File: src/rtl/loop_supervisor_pkg.sv
/*
 * constants, types and carriers shared by the process loop supervisor.
 * assumes a 200 MHz core clock; frequencies in 0.1 Hz, percents in 0.1 %.
 */
package loop_supervisor_pkg;
    // ------------------------------------------------------------
    // setting codes
    // ------------------------------------------------------------
    localparam logic [15:0] SETTING_OFF = 16'h270f;
    localparam logic [7:0] FN_INVERT = 8'h64;
    localparam logic [7:0] FN_LOOP = 8'h2f;
    localparam logic [7:0] FN_LOOP_N = 8'h93;
    localparam logic [7:0] FN_SUSPEND = 8'h46;
    localparam logic [7:0] FN_SUSPEND_N = 8'haa;
    localparam logic [7:0] ACT_REVERSE = 8'h14;
    localparam logic [7:0] ACT_FORWARD = 8'h15;
    localparam logic [7:0] MON_SET_POINT = 8'h34;
    localparam logic [7:0] MON_MEASURED = 8'h35;
    localparam logic [7:0] MON_DEVIATION = 8'h36;
    localparam logic [3:0] MODE_SWITCHOVER = 4'h6;
    // ------------------------------------------------------------
    // scaling and reset values
    // ------------------------------------------------------------
    localparam logic [15:0] SWITCH_MAX = 16'h0fa0;
    localparam logic [17:0] DEV_ZERO = 18'h003e8;
    localparam logic [17:0] CANCEL_ZERO = 18'h02710;
    localparam logic [15:0] VALUE_RESET = 16'h0000;
    // ------------------------------------------------------------
    // timing
    // ------------------------------------------------------------
    localparam int CLK_KHZ = 200000;
    localparam int TIME_TICK_MS = 100;
    localparam int TIME_TICK_CYCLES = TIME_TICK_MS * CLK_KHZ;
    localparam int MON_PERIOD_MS = 10;
    localparam int MON_CYCLES = MON_PERIOD_MS * CLK_KHZ;
    // ------------------------------------------------------------
    // types
    // ------------------------------------------------------------
    typedef struct packed {
        logic loop_enable_input;
        logic preset_speed_high;
        logic preset_speed_mid;
        logic preset_speed_low;
        logic preset_speed_extra;
        logic jog;
    } pin_s;
    typedef struct packed {
        logic loop_active_flag;
        logic suspend;
    } status_s;
    typedef enum logic [3:0] {
        PH_IDLE = 4'b0001,
        PH_OPEN = 4'b0010,
        PH_LOOP = 4'b0100,
        PH_SLEEP = 4'b1000
    } phase_e;
endpackage

File: src/rtl/hold_timer.sv
/*
 * counts how long a condition holds, in base ticks of a free prescaler.
 * assumes cond and limit come from logic on core_clk.
 */
module hold_timer
    import loop_supervisor_pkg::*;
#(
    parameter int TICK_CYCLES = TIME_TICK_CYCLES
) (
    // clock and reset
    input wire logic core_clk,
    input wire logic rstn,
    // condition and limit in ticks
    input wire logic cond,
    input wire logic [15:0] limit,
    output logic expired
);
    localparam int PW = $clog2(TICK_CYCLES + 1);
    typedef struct packed {
        logic [PW-1:0] pre;
        logic [15:0] count;
        logic expired;
    } timer_s;
    timer_s s;
    timer_s next_s;
    logic tick;

    always_comb begin
        next_s = s;
        tick = (s.pre == PW'(TICK_CYCLES - 1));
        next_s.pre = tick ? '0 : s.pre + 1'b1;
        if (!cond) begin
            next_s.count = '0;
        end else if (tick && s.count != 16'hffff) begin
            next_s.count = s.count + 16'h0001;
        end
        next_s.expired = cond && (next_s.count > limit);
    end

    always_ff @(posedge core_clk or negedge rstn) begin
        if (!rstn) begin
            s <= '0;
        end else begin
            s <= next_s;
        end
    end

    assign expired = s.expired;
endmodule // hold_timer

File: src/rtl/out_terminal.sv
/*
 * one output terminal: picks a status by function code, applies polarity.
 * assumes the code is a stable setting on core_clk.
 */
module out_terminal
    import loop_supervisor_pkg::*;
(
    // clock and reset
    input wire logic core_clk,
    input wire logic rstn,
    // function code and status
    input wire logic [7:0] code,
    input wire status_s status,
    output logic level
);
    typedef struct packed {
        logic level;
    } term_s;
    term_s s;
    term_s next_s;
    logic sig;

    always_comb begin
        next_s = s;
        case (code)
            FN_LOOP, FN_LOOP_N: sig = status.loop_active_flag;
            FN_SUSPEND, FN_SUSPEND_N: sig = status.suspend;
            default: sig = 1'b0;
        endcase
        next_s.level = (code >= FN_INVERT) ? !sig : sig;
    end

    always_ff @(posedge core_clk or negedge rstn) begin
        if (!rstn) begin
            s <= '0;
        end else begin
            s <= next_s;
        end
    end

    assign level = s.level;
endmodule // out_terminal

File: src/rtl/process_loop_supervisor.sv
/*
 * supervisor around a motor drive's process control loop: start-up
 * handover, suspend and resume, status terminals and monitor values.
 * assumes settings and loop values come from logic on core_clk; the
 * loop-enable, preset-speed and jog inputs are pins and are synchronised.
 */
// Operation
// - terminal codes of 100 or more drive the terminal active low
// - without a loop-enable terminal, the action selection alone enables the loop
// - thermistor level not 9999 forces the panel set point
// - open-loop start-up until output reaches the switchover frequency
// - once closed loop has begun it stays closed loop
// - suspend when loop output stays below level longer than time
// - resume when deviation reaches cancel level minus 1000 percent
// - suspend: suspend on, running off, loop active stays on
// - codes 70 and 170 route suspend status to a terminal
// - codes 52, 53, 54 select display; only 52, 53 drive analog
// - deviation monitor shows 1000 for zero deviation
// - preset-speed or jog with loop-enable on stops the loop
// - loop invalid in mode 6 or stopped with power-fail stop
// - loop limits from bias and gain, plus general maximum and minimum
// - remote speed adjustment ignored while the loop is active
// - entering closed loop starts the command from 0 Hz
// - codes 47 and 147 show loop active on a terminal
module process_loop_supervisor
    import loop_supervisor_pkg::*;
#(
    parameter int SUSPEND_TICK_CYCLES = TIME_TICK_CYCLES,
    parameter int MONITOR_CYCLES = MON_CYCLES
) (
    // clock and reset
    input wire logic core_clk,
    input wire logic rstn,
    // pins
    input wire pin_s pins,
    // settings
    input wire logic loop_enable_assigned,
    input wire logic [7:0] loop_action_select,
    input wire logic [15:0] panel_set_point,
    input wire logic [15:0] thermistor_protect_level,
    input wire logic [15:0] auto_switchover_frequency,
    input wire logic [15:0] suspend_detect_time,
    input wire logic [15:0] suspend_detect_level,
    input wire logic [15:0] suspend_cancel_level,
    input wire logic [7:0] output_function_select_a,
    input wire logic [7:0] output_function_select_b,
    input wire logic [7:0] display_data_select,
    input wire logic [7:0] analog_monitor_select,
    input wire logic [3:0] operation_mode_select,
    input wire logic power_fail_stop_select,
    input wire logic [15:0] frequency_bias_setting,
    input wire logic [15:0] frequency_gain_setting,
    input wire logic [15:0] max_frequency,
    input wire logic [15:0] min_frequency,
    // drive state and loop values
    input wire logic run_command,
    input wire logic drive_stopped,
    input wire logic [15:0] output_frequency,
    input wire logic [15:0] normal_frequency,
    input wire logic [15:0] loop_frequency,
    input wire logic [15:0] terminal_set_point,
    input wire logic [15:0] measured_value,
    // status and commands
    output logic loop_active_flag,
    output logic suspend,
    output logic running,
    output logic loop_restart,
    output logic remote_adjust_enable,
    output logic [15:0] frequency_command,
    output logic terminal_a,
    output logic terminal_b,
    // monitors
    output logic [15:0] display_value,
    output logic [15:0] analog_monitor_terminal
);
    localparam int MW = $clog2(MONITOR_CYCLES + 1);

    typedef struct packed {
        phase_e phase;
        pin_s sync1;
        pin_s sync2;
        logic loop_active;
        logic suspend;
        logic running;
        logic loop_restart;
        logic remote_ok;
        logic [15:0] freq;
        logic [MW-1:0] mon_cnt;
        logic [15:0] display;
        logic [15:0] analog;
    } state_s;

    state_s s;
    state_s next_s;
    status_s status;
    logic sleep_cond;
    logic sleep_go;
    logic selected;
    logic overridden;
    logic invalid;
    logic allowed;
    logic switch_valid;
    logic resume;
    logic mon_tick;
    logic [15:0] sp;
    logic [15:0] lo;
    logic [15:0] hi;
    logic [15:0] clamped;
    logic [15:0] dev_enc;
    logic [17:0] dev;
    logic [17:0] dev_shift;
    logic [17:0] cancel_thr;

    // ------------------------------------------------------------
    // loop selection and overrides
    // ------------------------------------------------------------
    always_comb begin
        selected = (loop_action_select == ACT_REVERSE ||
                    loop_action_select == ACT_FORWARD) &&
                   (!loop_enable_assigned || s.sync2.loop_enable_input);
        overridden = s.sync2.loop_enable_input &&
                     (s.sync2.preset_speed_high || s.sync2.preset_speed_mid ||
                      s.sync2.preset_speed_low || s.sync2.preset_speed_extra ||
                      s.sync2.jog);
        invalid = (operation_mode_select == MODE_SWITCHOVER) ||
                  (drive_stopped && power_fail_stop_select);
        allowed = selected && !overridden && !invalid && run_command;
        switch_valid = (auto_switchover_frequency <= SWITCH_MAX);
    end

    // ------------------------------------------------------------
    // set point, deviation and limits
    // ------------------------------------------------------------
    always_comb begin
        if (panel_set_point != SETTING_OFF ||
            thermistor_protect_level != SETTING_OFF) begin
            sp = (panel_set_point == SETTING_OFF) ? VALUE_RESET : panel_set_point;
        end else begin
            sp = terminal_set_point;
        end
        dev = {2'b00, sp} - {2'b00, measured_value};
        dev_shift = dev + DEV_ZERO;
        dev_enc = dev_shift[17] ? VALUE_RESET : dev_shift[15:0];
        cancel_thr = {2'b00, suspend_cancel_level} - CANCEL_ZERO;
        resume = ($signed(dev) >= $signed(cancel_thr));
        lo = (frequency_bias_setting > min_frequency) ?
             frequency_bias_setting : min_frequency;
        hi = (frequency_gain_setting < max_frequency) ?
             frequency_gain_setting : max_frequency;
        if (loop_frequency > hi) begin
            clamped = hi;
        end else if (loop_frequency < lo) begin
            clamped = lo;
        end else begin
            clamped = loop_frequency;
        end
    end

    // ------------------------------------------------------------
    // suspend detection
    // ------------------------------------------------------------
    assign sleep_cond = (s.phase == PH_LOOP) &&
                        (suspend_detect_time != SETTING_OFF) &&
                        (loop_frequency < suspend_detect_level);

    hold_timer #(
        .TICK_CYCLES(SUSPEND_TICK_CYCLES)
    ) u_suspend_timer (
        .core_clk(core_clk),
        .rstn(rstn),
        .cond(sleep_cond),
        .limit(suspend_detect_time),
        .expired(sleep_go)
    );

    // ------------------------------------------------------------
    // phase sequence and outputs
    // ------------------------------------------------------------
    always_comb begin
        next_s = s;
        next_s.sync1 = pins;
        next_s.sync2 = s.sync1;
        next_s.loop_restart = 1'b0;
        mon_tick = (s.mon_cnt == MW'(MONITOR_CYCLES - 1));
        next_s.mon_cnt = mon_tick ? '0 : s.mon_cnt + 1'b1;
        case (s.phase)
            PH_IDLE: begin
                if (allowed) begin
                    if (switch_valid && output_frequency < auto_switchover_frequency) begin
                        next_s.phase = PH_OPEN;
                    end else begin
                        next_s.phase = PH_LOOP;
                        next_s.loop_restart = 1'b1;
                    end
                end
            end
            PH_OPEN: begin
                if (!allowed) begin
                    next_s.phase = PH_IDLE;
                end else if (output_frequency >= auto_switchover_frequency) begin
                    next_s.phase = PH_LOOP;
                    next_s.loop_restart = 1'b1;
                end
            end
            PH_LOOP: begin
                if (!allowed) begin
                    next_s.phase = PH_IDLE;
                end else if (sleep_go) begin
                    next_s.phase = PH_SLEEP;
                end
            end
            PH_SLEEP: begin
                if (!allowed) begin
                    next_s.phase = PH_IDLE;
                end else if (resume) begin
                    next_s.phase = PH_LOOP;
                end
            end
            default: next_s.phase = PH_IDLE;
        endcase
        next_s.loop_active = (next_s.phase == PH_LOOP) ||
                             (next_s.phase == PH_SLEEP);
        next_s.suspend = (next_s.phase == PH_SLEEP);
        next_s.running = run_command && (next_s.phase != PH_SLEEP);
        next_s.remote_ok = !next_s.loop_active;
        if (next_s.phase == PH_LOOP) begin
            next_s.freq = next_s.loop_restart ? VALUE_RESET : clamped;
        end else if (next_s.phase == PH_SLEEP) begin
            next_s.freq = VALUE_RESET;
        end else begin
            next_s.freq = normal_frequency;
        end
        if (mon_tick) begin
            case (display_data_select)
                MON_SET_POINT: next_s.display = sp;
                MON_MEASURED: next_s.display = measured_value;
                MON_DEVIATION: next_s.display = dev_enc;
                default: next_s.display = VALUE_RESET;
            endcase
            case (analog_monitor_select)
                MON_SET_POINT: next_s.analog = sp;
                MON_MEASURED: next_s.analog = measured_value;
                default: next_s.analog = VALUE_RESET;
            endcase
        end
    end

    always_ff @(posedge core_clk or negedge rstn) begin
        if (!rstn) begin
            s <= '0;
            s.phase <= PH_IDLE;
            s.remote_ok <= 1'b1;
        end else begin
            s <= next_s;
        end
    end

    // ------------------------------------------------------------
    // status terminals
    // ------------------------------------------------------------
    assign status.loop_active_flag = s.loop_active;
    assign status.suspend = s.suspend;

    out_terminal u_term_a (
        .core_clk(core_clk),
        .rstn(rstn),
        .code(output_function_select_a),
        .status(status),
        .level(terminal_a)
    );

    out_terminal u_term_b (
        .core_clk(core_clk),
        .rstn(rstn),
        .code(output_function_select_b),
        .status(status),
        .level(terminal_b)
    );

    assign loop_active_flag = s.loop_active;
    assign suspend = s.suspend;
    assign running = s.running;
    assign loop_restart = s.loop_restart;
    assign remote_adjust_enable = s.remote_ok;
    assign frequency_command = s.freq;
    assign display_value = s.display;
    assign analog_monitor_terminal = s.analog;
endmodule // process_loop_supervisor

File: config.mk
export PLATFORM = sky130hd
export DESIGN_NAME = process_loop_supervisor
export DESIGN_NICKNAME = d
export VERILOG_FILES = /design/src/rtl/loop_supervisor_pkg.sv /design/src/rtl/hold_timer.sv /design/src/rtl/out_terminal.sv /design/src/rtl/process_loop_supervisor.sv
export SDC_FILE = /design/constraint.sdc
export NUM_CORES = 1
export LEC_CHECK = 0
export BUFFER_PORTS_ARGS = -buffer_cell sky130_fd_sc_hd__buf_2
export CORE_MARGIN = 8
export CORE_UTILIZATION = 30
export DETAILED_ROUTE_END_ITERATION = 6
export GPL_ROUTABILITY_DRIVEN = 0
export PLACE_DENSITY_LB_ADDON = 0.05
export RECOVER_POWER = 100
export SLEW_MARGIN = 15
export SYNTH_ARGS = -nofsm -noshare
export SYNTH_HDL_FRONTEND = slang
export SYNTH_SLANG_ARGS = --single-unit
File: constraint.sdc
create_clock -name core_clk -period 9.8 [get_ports core_clk]
set_input_delay 1.96 -clock core_clk [delete_from_list [all_inputs] [get_ports core_clk]]
set_output_delay 1.96 -clock core_clk [all_outputs]
set_load 0.02 [all_outputs]
==> flow_summary_export.csv <==
group,metric,value,unit
status,violations,"capacitance limit, slew limit",
finish,seq_area,3356,µm²
synthesis,ys_ff_latch,134,
floorplan,initial_core_util,0.3014,
global_routing,grt_max_degree,80,
place,portBuffers,349,
synthesis,ys_types,79,
synthesis,synth-simple-area-share,0.1823,
setup_path,r2r_start,"u_suspend_timer.s[17]$_DFF_PN0_",
floorplan,coreArea,39460,µm²
setup_path,cp_max_fo,12,
power,finalPower,1724,µW
finish,final_nets,2124,
floorplan,die_h,215.1,µm
power,power.density,120.1,nW/µm²
routing,ant_nets,0,
timing,hold_violations,0,
timing,fmax,119.4,MHz
setup_path,worstPathRequired,10100,ps
floorplan,rows,73,
floorplan,die-width,215.1,µm
setup_path,arrival,8670,ps
setup_path,cp-end-kind,"flip-flop",
global_routing,grt_pass1_wl,61110,µm
synthesis,synthAdderAreaFrac,0.1551,
cts,post_cts_resized,0,
synthesis,synth_area,11890,µm²
status,outcome,"complete, but fails checks",
setup_path,crit_type,"in -> reg",
routing,dr.pass1.iters,6,
timing,fin_ws,1424,ps
timing,finClkSkew,13.00,ps
finish,multiInputGateArea,7390,µm²
timing,period_needed,8376,ps
synthesis,async_flop_share,1.000,
routing,vias_per_cell,4.776,
setup_path,cp-startpoint,"panel_set_point[4]",
global_routing,antenna_found_initial,6,
synthesis,synth_xor_area_frac,0.06229,
routing,wl,38770,µm
finish,area_delta_synth_final,20.70,%
synthesis,synth_compound_area_frac,0.1609,
global_routing,gr-total-overflow,0,
synthesis,synth_edf_count,0,
cts,clock_path_buffers,2,
run,drv_cap,4,
synthesis,ys_seq_area_frac,0.2822,
setup_path,endpoint,"frequency_command[5]$_DFF_PN0_",
timing,drv_slew,172,
cts,clkTransAtPathRegs,60,ps
worst_hold_path,hold_path.class,"reg -> reg",
finish,nFillCells,4227,
cts,clkSinkCount,134,
synthesis,synth_top_cell_by_area,"dfrtp_1",
power,p_leak,0.007269,µW
synthesis,yosys.area.top_type_share,0.2778,
worst_hold_path,hold_start,"next_s[79]$_DFF_PN0_",
cts,clock_latency,430,ps
synthesis,synth_area_leaders,"dfrtp_1 28%, ha_1 15%, inv_1 5.1%",
synthesis,ys_warn_count,0,
timing,fin_crit_sh,0.8547,
synthesis,synthMuxAreaShare,0.06587,
place,post-place-ws,1321,ps
timing,tns,0,ps
synthesis,synth_nets,1819,
synthesis,avgSynthCellArea,8.636,µm²
floorplan,die_area,46260,µm²
global_routing,grtUsageTotal,0.1630,
synthesis,synth_common_cells,"162 x inv_1, 145 x ha_1, 132 x dfrtp_1, 102 x nand2_1, 101 x nor2_1",
timing,rsz0062_at_grt,"no",
synthesis,syn_inst,1377,
synthesis,synth_flop_cell,"dfrtp_1",
timing,setup_violations,0,
finish,layout-drive-gt1-share,0.2201,
cts,h-tree-depth,4,
cts,post_cts.repair.setup_buffers,0,
timing,worstMarginPinSlew,3209,ps
synthesis,synth_top_family_by_area,"simple AND/OR/NAND/NOR gates",
cts,cts_buffers,17,
cts,cts_tree,"done",
timing,max_slew_margin,-1.139,
global_routing,grt_pass1_vias,11240,
setup_path,rrSetupSlack,5090,ps
floorplan,io_pins,351,
setup_path,r2r-end,"u_suspend_timer.expired$_DFF_PN0_",
synthesis,synth.most_common_cell,"inv_1",
setup_path,rr_worst_depth,20,
routing,wl_per_cell,17.44,µm
cts,cts_hold_buf,0,
routing,drt_iter0_markers,391,
place,dp_hpwl,32800,µm
routing,drcViolationCount,0,
power,vdd_drop_max,0.08549,mV
routing,vias,10620,
cts,root_buffer,"clkbuf_16",
setup_path,critPathLaunchType,"input pin",
## worst min-delay path by stage
stage | slack [ps] | cells past startpoint | endpoint
floorplan | 330 | 0 | s[74]$_DFF_PN0_
global placement | 330 | 0 | s[79]$_DFF_PN0_
detailed placement | 330 | 0 | s[77]$_DFF_PN0_
CTS | 350 | 0 | s[79]$_DFF_PN0_
global route | 360 | 0 | s[78]$_DFF_PN0_
finish | 350 | 0 | s[79]$_DFF_PN0_
## cell families after synthesis
kind of cell,count (synthesis)
and+or+nand+nor,421
AOI/OAI and AO/OA,290
adders and majority gates,147
xor gates and xnor gates,83
buffers and inverters,235
muxes,67
DFF,134
## critical path: stages
cell	delay (ps)
clkbuf_1	130
nor4b_1	430
nand4_1	430
nor4_1	870
clkbuf_1	470
a22oi_1	260
ha_1	280
nor2b_1	150
o31a_1	210
o31ai_1	150
o211ai_1	410
a31oi_1	150
o21bai_1	170
xor2_1	310
ha_1	310
nand3_1	160
a211oi_1	60
nor3_1	220
o31ai_1	110
maj3_1	330
nand3_1	160
a21boi_0	130
o21ai_2	440
buf_4	280
o22ai_1	80
## sequential cells by signal (all words and copies together) (netlist names)
signal / cells
next_s: 6
running: 1
u_suspend_timer.s: 41
suspend: 1
u_suspend_timer.expired: 1
u_term_b.level: 1
frequency_command: 16
u_term_a.level: 1
loop_active_flag: 1
loop_restart: 1
s: 31
analog_monitor_terminal: 16
display_value: 16
remote_adjust_enable: 1
## routing by layer
metal | global-route usage | wire (µm) | vias up
li1 | - | - | 5426
met1 | 0.1955 | 17280 | 4888
met2 | 0.2874 | 18590 | 270
met3 | 0.04691 | 2509 | 26
met4 | 0.03177 | 358 | 6
met5 | 0 | 40 | -
## area by class of cell
class,count,area share
Inverter,162,0.04237
Multi-Input combinational cell,1008,0.5149
Clock inverter,15,0.01281
Antenna cell,3,0.0005231
Sequential cell,134,0.2338
Clock buffer,17,0.02964
Tap cell,525,0.04577
Timing Repair Buffer,359,0.1202
## report_power, final
group,switching (µW),total [µW],internal [µW],leakage (µW)
logic,267,491,224,0.00529
registers,2.05,562,560,0.00168
clock network,304,671,367,0.000295
total,573,1720,1150,0.00727
## stage by stage
| stage | hold WS (ps) | utilization | instances | cell area [µm²] |
|---|---|---|---|---|
| 2_1_floorplan | 331.2 | - | 1377 | 11890 |
| 6_report | 348.2 | 0.3637 | 2223 | 14350 |
| 4_1_cts | 351.4 | 0.3676 | 2219 | 14510 |
| 5_1_grt | 359.2 | 0.3636 | 2221 | 14350 |
| 3_3_place_gp | 332.2 | 0.3522 | 2187 | 13900 |
| 3_5_place_dp | 334.7 | 0.3522 | 2187 | 13900 |
## cell usage in the layout, fill, tap and decap left out, drive strengths merged, types with 4 or more instances in the layout
master   synthesis  final
o31ai            4      4
or3              7      7
clkbuf          19     82
a211oi          12     12
nor4bb           7      7
and2            11     11
o211ai           8      8
buf             54    294
nor2b           13     13
a22oi           25     25
o21a            11     11
nand3b           4      4
nand4           31     31
a2111oi          5      5
nand3           40     40
xnor2           41     41
and4             9      9
mux2            33     33
a221oi           5      5
a21oi           73     73
o22ai           17     17
inv            162    171
nor4            11     11
dfrtp          132    132
nand2          102    102
nor3            23     23
mux2i           34     34
ha             145    145
nor2           101    101
o21ai           84     84
xor2            41     41
and3            19     19
nand2b          21     21
a31oi            7      7
a21o            16     16
nor4b            5      5
clkinv           0      4
Note: power is estimated with default switching activity, not from simulation.
